==> config.mk <==
export PLATFORM = sky130hd
export DESIGN_NAME = acc_top
export DESIGN_NICKNAME = d
export VERILOG_FILES = /design/src/hdl/acc_pkg.sv /design/src/hdl/acc_sync.sv /design/src/hdl/acc_inmux.sv /design/src/hdl/acc_top.sv
export SDC_FILE = /design/constraint.sdc
export NUM_CORES = 1
export LEC_CHECK = 0
export ABC_AREA = 0
export BUFFER_PORTS_ARGS = -buffer_cell sky130_fd_sc_hd__buf_2
export CAP_MARGIN = 20
export CORE_ASPECT_RATIO = 0.9
export CORE_MARGIN = 5
export CORE_UTILIZATION = 47
export CTS_CLUSTER_DIAMETER = 100
export CTS_CLUSTER_SIZE = 28
export DETAILED_ROUTE_END_ITERATION = 10
export PLACE_DENSITY = 0.9
export SLEW_MARGIN = 10
export SYNTH_ARGS = -nofsm -noshare
export SYNTH_HDL_FRONTEND = slang
export SYNTH_HIERARCHICAL = 1
export SYNTH_SLANG_ARGS = --single-unit
==> constraint.sdc <==
create_clock -name clock -period 1.8 [get_ports clock]
set_input_delay 0.27 -clock clock [delete_from_list [all_inputs] [get_ports clock]]
set_output_delay 0.27 -clock clock [all_outputs]
set_load 0.02 [all_outputs]
==> src/hdl/acc_pkg.sv <==
package acc_pkg;
  // register byte addresses on the avalon word bus
  localparam logic [3:0] ADDR_SHARED   = 4'h0;  // shared_function_control
  localparam logic [3:0] ADDR_CTRL     = 4'h4;  // comparator_control_status
  localparam logic [3:0] ADDR_IRQ_STAT = 4'h8;
  localparam logic [3:0] ADDR_IRQ_MASK = 4'hc;
  // shared_function_control fields
  localparam int SF_MUX_EN_BIT = 3;
  localparam logic [7:0] SF_RESET   = 8'h00;
  localparam logic [7:0] SF_WMASK   = 8'hef;  // bit 4 reads zero
  // comparator_control_status fields
  localparam int CS_PWR_OFF_BIT = 7;
  localparam int CS_BG_BIT      = 6;
  localparam int CS_RESULT_BIT  = 5;
  localparam int CS_FLAG_BIT    = 4;
  localparam int CS_IEN_BIT     = 3;
  localparam int CS_CAPT_BIT    = 2;
  localparam logic [7:0] CS_RESET = 8'h00;
  // interrupt modes
  localparam logic [1:0] MODE_TOGGLE   = 2'h0;
  localparam logic [1:0] MODE_RESERVED = 2'h1;
  localparam logic [1:0] MODE_FALL     = 2'h2;
  localparam logic [1:0] MODE_RISE     = 2'h3;
  // wrapper status bits: 0 compare event, 1 result rise, 2 result fall
  localparam int NUM_EVT = 3;
  localparam logic [NUM_EVT-1:0] EVT_RESET = 3'h0;
  localparam int SYNC_STAGES = 2;
  typedef enum logic [1:0] {
    ACC_IDLE,
    ACC_ANSWER
  } acc_bus_e;
endpackage

==> src/hdl/acc_sync.sv <==
`timescale 1ns/1ps
module acc_sync
  import acc_pkg::*;
(
  input  wire logic clock,  // system clock
  input  wire logic reset,  // sync reset
  input  wire logic din,    // async level
  output logic      dout    // synchronised level
);
  logic [SYNC_STAGES-1:0] stage_q;

  always_ff @(posedge clock) begin
    if (reset) begin
      stage_q <= '0;
    end else begin
      stage_q <= {stage_q[SYNC_STAGES-2:0], din};
    end
  end

  assign dout = stage_q[SYNC_STAGES-1];
endmodule

==> src/hdl/acc_inmux.sv <==
`timescale 1ns/1ps
module acc_inmux
  import acc_pkg::*;
(
  input  wire logic       mux_en,       // neg_input_mux_enable
  input  wire logic       conv_en,      // converter_enable
  input  wire logic [2:0] chan_sel,     // channel_select
  input  wire logic       bg_sel,       // bandgap_select
  output logic            pos_use_bg,   // positive input is bandgap
  output logic [7:0]      neg_chan_oh,  // one-hot converter input for negative side
  output logic            neg_use_pin   // negative input is negative_pin
);
  logic use_mux;

  assign use_mux     = mux_en && !conv_en;
  assign neg_use_pin = !use_mux;
  assign pos_use_bg  = bg_sel;

  genvar g;
  generate
    for (g = 0; g < 8; g++) begin : g_oh
      assign neg_chan_oh[g] = use_mux && (chan_sel == 3'(g));
    end
  endgenerate
endmodule

==> src/hdl/acc_top.sv <==
// The implementer's own choices: register access over Avalon-MM and the register addresses.
`timescale 1ns/1ps
module acc_top
  import acc_pkg::*;
(
  input  wire logic        clock,             // 10 MHz system clock
  input  wire logic        reset,             // sync, active high
  input  wire logic [3:0]  avs_address,       // byte address
  input  wire logic        avs_read,          // read strobe
  input  wire logic        avs_write,         // write strobe
  input  wire logic [31:0] avs_writedata,     // write data
  input  wire logic [3:0]  avs_byteenable,    // byte enables
  output logic [31:0]      avs_readdata,      // read data
  output logic             avs_waitrequest,   // stall
  input  wire logic        comp_raw,          // analog comparator output, async
  input  wire logic        converter_enable,  // from converter control
  input  wire logic        global_irq_enable, // core global enable
  input  wire logic        vector_ack,        // core entering comparator vector
  output logic             comp_power_down,   // comparator supply off
  output logic             pos_use_bandgap,   // positive input select
  output logic             neg_use_pin,       // negative input is negative_pin
  output logic [7:0]       neg_chan_sel,      // one-hot converter input
  output logic             capture_in,        // to capture timer front end
  output logic             compare_irq,       // comparator interrupt request
  output logic             irq                // wrapper status interrupt
);
  logic [7:0]         sf_q;
  logic [7:0]         cs_q;
  logic               res_q;
  logic               res_sync;
  logic               rise;
  logic               fall;
  logic               match;
  logic [NUM_EVT-1:0] evt;
  logic [NUM_EVT-1:0] stat_q;
  logic [NUM_EVT-1:0] mask_q;
  logic               pos_bg_c;
  logic               neg_pin_c;
  logic [7:0]         neg_oh_c;
  logic               wr_hit;
  logic               rd_hit;
  logic [31:0]        rd_c;
  acc_bus_e           bus_q;

  // analog comparator itself drives comp_raw high when pos > neg
  acc_sync u_sync (
    .clock (clock),
    .reset (reset),
    .din   (comp_raw),
    .dout  (res_sync)
  );

  acc_inmux u_mux (
    .mux_en      (sf_q[SF_MUX_EN_BIT]),
    .conv_en     (converter_enable),
    .chan_sel    (sf_q[2:0]),
    .bg_sel      (cs_q[CS_BG_BIT]),
    .pos_use_bg  (pos_bg_c),
    .neg_chan_oh (neg_oh_c),
    .neg_use_pin (neg_pin_c)
  );

  // channel_select held in low bits of shared control for this block
  // bus: one wait cycle then answer; keeps readdata registered
  assign wr_hit = avs_write && (bus_q == ACC_IDLE);
  assign rd_hit = avs_read && (bus_q == ACC_IDLE);

  always_ff @(posedge clock) begin
    if (reset) begin
      bus_q <= ACC_IDLE;
    end else begin
      case (bus_q)
        ACC_IDLE: begin
          if (avs_read || avs_write) begin
            bus_q <= ACC_ANSWER;
          end
        end
        ACC_ANSWER: begin
          bus_q <= ACC_IDLE;
        end
        default: begin
          bus_q <= ACC_IDLE;
        end
      endcase
    end
  end

  always_ff @(posedge clock) begin
    if (reset) begin
      avs_waitrequest <= 1'b1;
    end else begin
      avs_waitrequest <= !((avs_read || avs_write) && bus_q == ACC_IDLE);
    end
  end

  always_comb begin
    rd_c = 32'h0;
    case (avs_address)
      ADDR_SHARED:   rd_c = {24'h0, sf_q & SF_WMASK};
      ADDR_CTRL:     rd_c = {24'h0, cs_q[7:6], res_sync, cs_q[4:0]};
      ADDR_IRQ_STAT: rd_c = {29'h0, stat_q};
      ADDR_IRQ_MASK: rd_c = {29'h0, mask_q};
      default:       rd_c = 32'h0;
    endcase
  end

  always_ff @(posedge clock) begin
    if (reset) begin
      avs_readdata <= 32'h0;
    end else if (rd_hit) begin
      avs_readdata <= rd_c;
    end
  end

  always_ff @(posedge clock) begin
    if (reset) begin
      sf_q <= SF_RESET;
    end else if (wr_hit && avs_address == ADDR_SHARED && avs_byteenable[0]) begin
      sf_q <= avs_writedata[7:0] & SF_WMASK;
    end
  end

  // result edge detect on synchronised level only
  always_ff @(posedge clock) begin
    if (reset) begin
      res_q <= 1'b0;
    end else begin
      res_q <= res_sync;
    end
  end

  assign rise = res_sync && !res_q;
  assign fall = !res_sync && res_q;

  always_comb begin
    case (cs_q[1:0])
      MODE_TOGGLE:   match = rise || fall;
      MODE_FALL:     match = fall;
      MODE_RISE:     match = rise;
      MODE_RESERVED: match = 1'b0;
      default:       match = 1'b0;
    endcase
  end

  // flag set beats any clear in the same cycle
  always_ff @(posedge clock) begin
    if (reset) begin
      cs_q <= CS_RESET;
    end else begin
      if (wr_hit && avs_address == ADDR_CTRL && avs_byteenable[0]) begin
        cs_q[7:6] <= avs_writedata[7:6];
        cs_q[3:0] <= avs_writedata[3:0];
        if (avs_writedata[CS_FLAG_BIT]) begin
          cs_q[CS_FLAG_BIT] <= 1'b0;
        end
      end
      if (vector_ack) begin
        cs_q[CS_FLAG_BIT] <= 1'b0;
      end
      if (match && !cs_q[CS_PWR_OFF_BIT]) begin
        cs_q[CS_FLAG_BIT] <= 1'b1;
      end
      cs_q[CS_RESULT_BIT] <= 1'b0;
    end
  end

  assign evt = {fall, rise, match && !cs_q[CS_PWR_OFF_BIT]};

  // read of status clears it; a new event in that cycle survives
  always_ff @(posedge clock) begin
    if (reset) begin
      stat_q <= EVT_RESET;
    end else begin
      stat_q <= ((rd_hit && avs_address == ADDR_IRQ_STAT) ? EVT_RESET : stat_q) | evt;
    end
  end

  always_ff @(posedge clock) begin
    if (reset) begin
      mask_q <= EVT_RESET;
    end else if (wr_hit && avs_address == ADDR_IRQ_MASK && avs_byteenable[0]) begin
      mask_q <= avs_writedata[NUM_EVT-1:0];
    end
  end

  always_ff @(posedge clock) begin
    if (reset) begin
      irq             <= 1'b0;
      compare_irq     <= 1'b0;
      comp_power_down <= 1'b0;
      pos_use_bandgap <= 1'b0;
      neg_use_pin     <= 1'b1;
      neg_chan_sel    <= 8'h00;
      capture_in      <= 1'b0;
    end else begin
      irq             <= |(stat_q & mask_q);
      compare_irq     <= cs_q[CS_FLAG_BIT] && cs_q[CS_IEN_BIT]
                         && global_irq_enable;
      comp_power_down <= cs_q[CS_PWR_OFF_BIT];
      pos_use_bandgap <= pos_bg_c;
      neg_use_pin     <= neg_pin_c;
      neg_chan_sel    <= neg_oh_c;
      capture_in      <= cs_q[CS_CAPT_BIT] && res_sync;
    end
  end
endmodule

==> metrics.log <==
[metrics] Arrival @ worst endpoint: 1.68 ns
[metrics] Setup-failing EPs final: 0
[metrics] Post-DP HPWL: 3.41 mm
[metrics] Rel. slew slack: 0.666
[metrics] final instance area: 2440 sq um
[metrics] final hold violation count: 0
[metrics] number of warning messages in the yosys log: 6
[metrics] share of synthesized area occupied by flip-flops and latches: 0.440
[metrics] count of hold-fix buffers inserted at cts: 0
[metrics] leakage power: 1.04 nW
[metrics] TNS Setup: 0 ns
[metrics] max-cap violations: 0
[metrics] wire length per cell after detailed routing: 13.3 microns
[metrics] gp weighted congestion: 0.871
[metrics] deepest clock path buffer count: 2
[metrics] Yosys reg bits: 47
[metrics] Crit Path Class: register to register
[metrics] H-tree levels: 2
[metrics] startpoint kind of the worst setup timing path: register
[metrics] number of nets in the layout: 322
[metrics] critical path's largest stage delay: 0.53 ns
[metrics] CTS tree: done
[metrics] top cell family by delay on the critical path: simple AND/OR/NAND/NOR gates
[metrics] core area: 4430 sq um
[metrics] Setup Fix Bufs, Post-CTS: 0
[metrics] routed vias/inst: 4.94
[metrics] final setup margin: 0.346 ns
[metrics] Worst-Margin Slew: 0.500 ns
[metrics] Worst Setup End Kind: register
[metrics] floorplan die area: 6010 sq um
[metrics] Syn Inst Count: 226
[metrics] maximum number of pins on one net before global-route repair: 30
[metrics] CP Cell Sequence: and3b_1 -> and2_1 -> mux2i_1
[metrics] class of the tightest hold or removal check: input port to register
[metrics] remaining antenna violation count after routing: 0
[metrics] overall routed net length: 4.45 mm
[metrics] Iteration-0 DRC Markers: 88
[metrics] wire length of the first global-routing pass: 6.89 mm
[metrics] worst supply voltage drop on vdd: 0.000470 V
[metrics] PD cells: 762 nW/um^2
[metrics] share of the cycle needed by the critical path after routing: 0.808
[metrics] initial cell density of the core: 0.483
[metrics] number of remaining DRC errors: 0
[metrics] number of placement rows: 23
[metrics] total vias in the final route: 1656
[metrics] count of cells resized by post-cts repair: 0
[metrics] GR Overflow Total: 0
[metrics] startpoint of the lowest-slack hold path: comp_raw
[metrics] required arrival time at the worst endpoint: 2.02 ns
[metrics] mapped cell area: 2140 sq um
[metrics] worst skew pair latency: 0.29 ns
[metrics] layout filler cell count: 433
[metrics] Cell variety after synth: 41
[metrics] Fmax: 688 MHz
[metrics] antenna violations before repair: 0
[metrics] CTS Buf Count: 5
[metrics] crit path buf inv count: 0
[metrics] detailed-router iteration count before antenna repair: 4
[metrics] CTS root buffer: sky130_fd_sc_hd__clkbuf_8
[metrics] Worst Clk Skew: 0.00554 ns
[metrics] Tmin final: 1.45 ns
[metrics] slowest stage cell, crit path: sky130_fd_sc_hd__and3b_1
[metrics] Multi-input gate area: 1030 sq um
[metrics] Area after DPL: 2350 sq um
[metrics] vias in the first global route: 1525
[metrics] Sink Count: 47
[metrics] result of the run: completed
[metrics] clock-pin slew reported for the worst setup and hold paths after clock tree synthesis: 0.08 ns
[metrics] PortBufs: 43
[metrics] crit path max fanout: 13
[metrics] pre-CTS setup slack: 0.152 ns
[metrics] startpoint of the lowest-slack register-to-register path: bus_q[0]
[metrics] area grow syn2layout: 14.0%
[metrics] Inserted Diodes: 0
[metrics] beginning of the critical path: bus_q[0]
[metrics] combined flip-flop and latch cell area: 941 sq um
[metrics] count of pins on the block boundary: 95
[metrics] height of the die: 74.0 microns
[metrics] average instance area after synthesis: 9.47 sq um
[metrics] proportion of layout cells with a drive suffix above 1: 0.286
[metrics] width of the chip: 81.1 microns
[metrics] All-Layer GR Usage: 0.147
[metrics] RSZ-0062 raised after global routing: no
[metrics] Slew Limit Fails: 0
==> report_power, final <==
group / internal [mW] / total (mW) / switching (mW)
clock: 0.272 / 0.609 / 0.337
sequential: 1.05 / 1.06 / 0.00965
combinational: 0.0592 / 0.188 / 0.128
==> cell usage in the layout (no fill, tap or decap), types with 4 or more instances in the layout <==
master                      n
sky130_fd_sc_hd__buf_2     43
sky130_fd_sc_hd__dfxtp_1   47
sky130_fd_sc_hd__nand2b_1  15
sky130_fd_sc_hd__nor2b_1   12
sky130_fd_sc_hd__a32oi_1    4
sky130_fd_sc_hd__a21bo_2    4
sky130_fd_sc_hd__nand3_1   11
sky130_fd_sc_hd__o21ai_0    6
sky130_fd_sc_hd__clkbuf_8   5
sky130_fd_sc_hd__buf_4      9
sky130_fd_sc_hd__nand2_1    5
sky130_fd_sc_hd__conb_1    24
sky130_fd_sc_hd__inv_1      7
sky130_fd_sc_hd__a222oi_1   4
sky130_fd_sc_hd__a21oi_1   17
sky130_fd_sc_hd__mux2i_1    6
sky130_fd_sc_hd__nor2_1    14
sky130_fd_sc_hd__mux2_2     7
==> final timing paths <==
check	cells past startpoint	slack, ns	endpoint
max	3	0.35	sf_q[2]
min	2	0.18	u_sync/stage_q[0]
max reg2reg	3	0.35	sf_q[2]
min reg2reg	1	0.45	u_sync/stage_q[1]
==> metal layers <==
layer,wire length [microns],vias to the layer above,global-route usage,part of all wire
met4,22,0,0.0356,0.0049
met2,2160,69,0.261,0.48
li1,-,830,-,-
met5,0,-,0,0
met1,1880,755,0.176,0.42
met3,391,2,0.0436,0.088
==> registers in the layout, summed over array words and instances, names as in the netlist <==
| name | count |
|---|---|
| avs_readdata | 8 |
| neg_chan_sel | 8 |
| cs_q | 7 |
| sf_q | 7 |
| mask_q | 3 |
| stat_q | 3 |
| u_sync/stage_q | 2 |
| avs_waitrequest | 1 |
| bus_q | 1 |
| capture_in | 1 |
| comp_power_down | 1 |
| compare_irq | 1 |
| irq | 1 |
| neg_use_pin | 1 |
| pos_use_bandgap | 1 |
| res_q | 1 |
==> final cells by class <==
cell class                      count  area share
Sequential cell                    47       0.386
Timing Repair Buffer               52       0.116
Tap cell                           62      0.0318
Clock inverter                      2     0.00513
Inverter                            7      0.0108
Multi-Input combinational cell    159       0.421
Clock buffer                        6      0.0297
==> kinds of logic after synthesis <==
logic type / Yosys count / synth area share
adders and majority gates: 2 / 0.0117
other: 1 / 0.00175
and+or+nand+nor: 75 / 0.217
DFF: 47 / 0.440
buffers and inverters: 43 / 0.121
muxes: 13 / 0.0649
AOI/OAI and AO/OA: 45 / 0.144
==> cell usage after synthesis, drive strengths merged <==
| library cell | number | area, sq um |
|---|---|---|
| a211oi | 3 | 22.5 |
| a21bo | 4 | 40.0 |
| a21oi | 18 | 93.8 |
| a222oi | 4 | 40.0 |
| a311o | 1 | 10.0 |
| a31oi | 1 | 6.26 |
| a32oi | 4 | 35.0 |
| and2 | 2 | 12.5 |
| and3b | 1 | 8.76 |
| and4b | 2 | 20.0 |
| buf | 29 | 206 |
| clkbuf | 7 | 26.3 |
| conb | 1 | 3.75 |
| dfxtp | 47 | 941 |
| ha | 2 | 25.0 |
| inv | 7 | 26.3 |
| mux2 | 7 | 78.8 |
| mux2i | 6 | 60.1 |
| nand2 | 5 | 18.8 |
| nand2b | 15 | 93.8 |
| nand3 | 11 | 55.1 |
| nand3b | 2 | 15.0 |
| nor2 | 14 | 52.6 |
| nor2b | 12 | 75.1 |
| nor3 | 2 | 15.0 |
| nor3b | 1 | 7.51 |
| nor4 | 1 | 6.26 |
| nor4b | 2 | 38.8 |
| o21a | 1 | 7.51 |
| o21ai | 6 | 30.0 |
| o31ai | 3 | 22.5 |
| or2 | 1 | 6.26 |
| or3 | 1 | 6.26 |
| or3b | 2 | 20.0 |
| or4b | 1 | 13.8 |
==> per-stage QoR <==
stage,hold WS (ns),total power [mW],util,instances
floorplan,0.342,1.25,-,249
global placement,0.421,1.27,0.531,327
detailed placement,0.435,1.27,0.531,327
CTS,0.174,1.87,0.551,335
global route,0.200,1.94,0.551,335
finish,0.181,1.86,0.551,335
No activity file was read; power rests on OpenSTA's default activity.
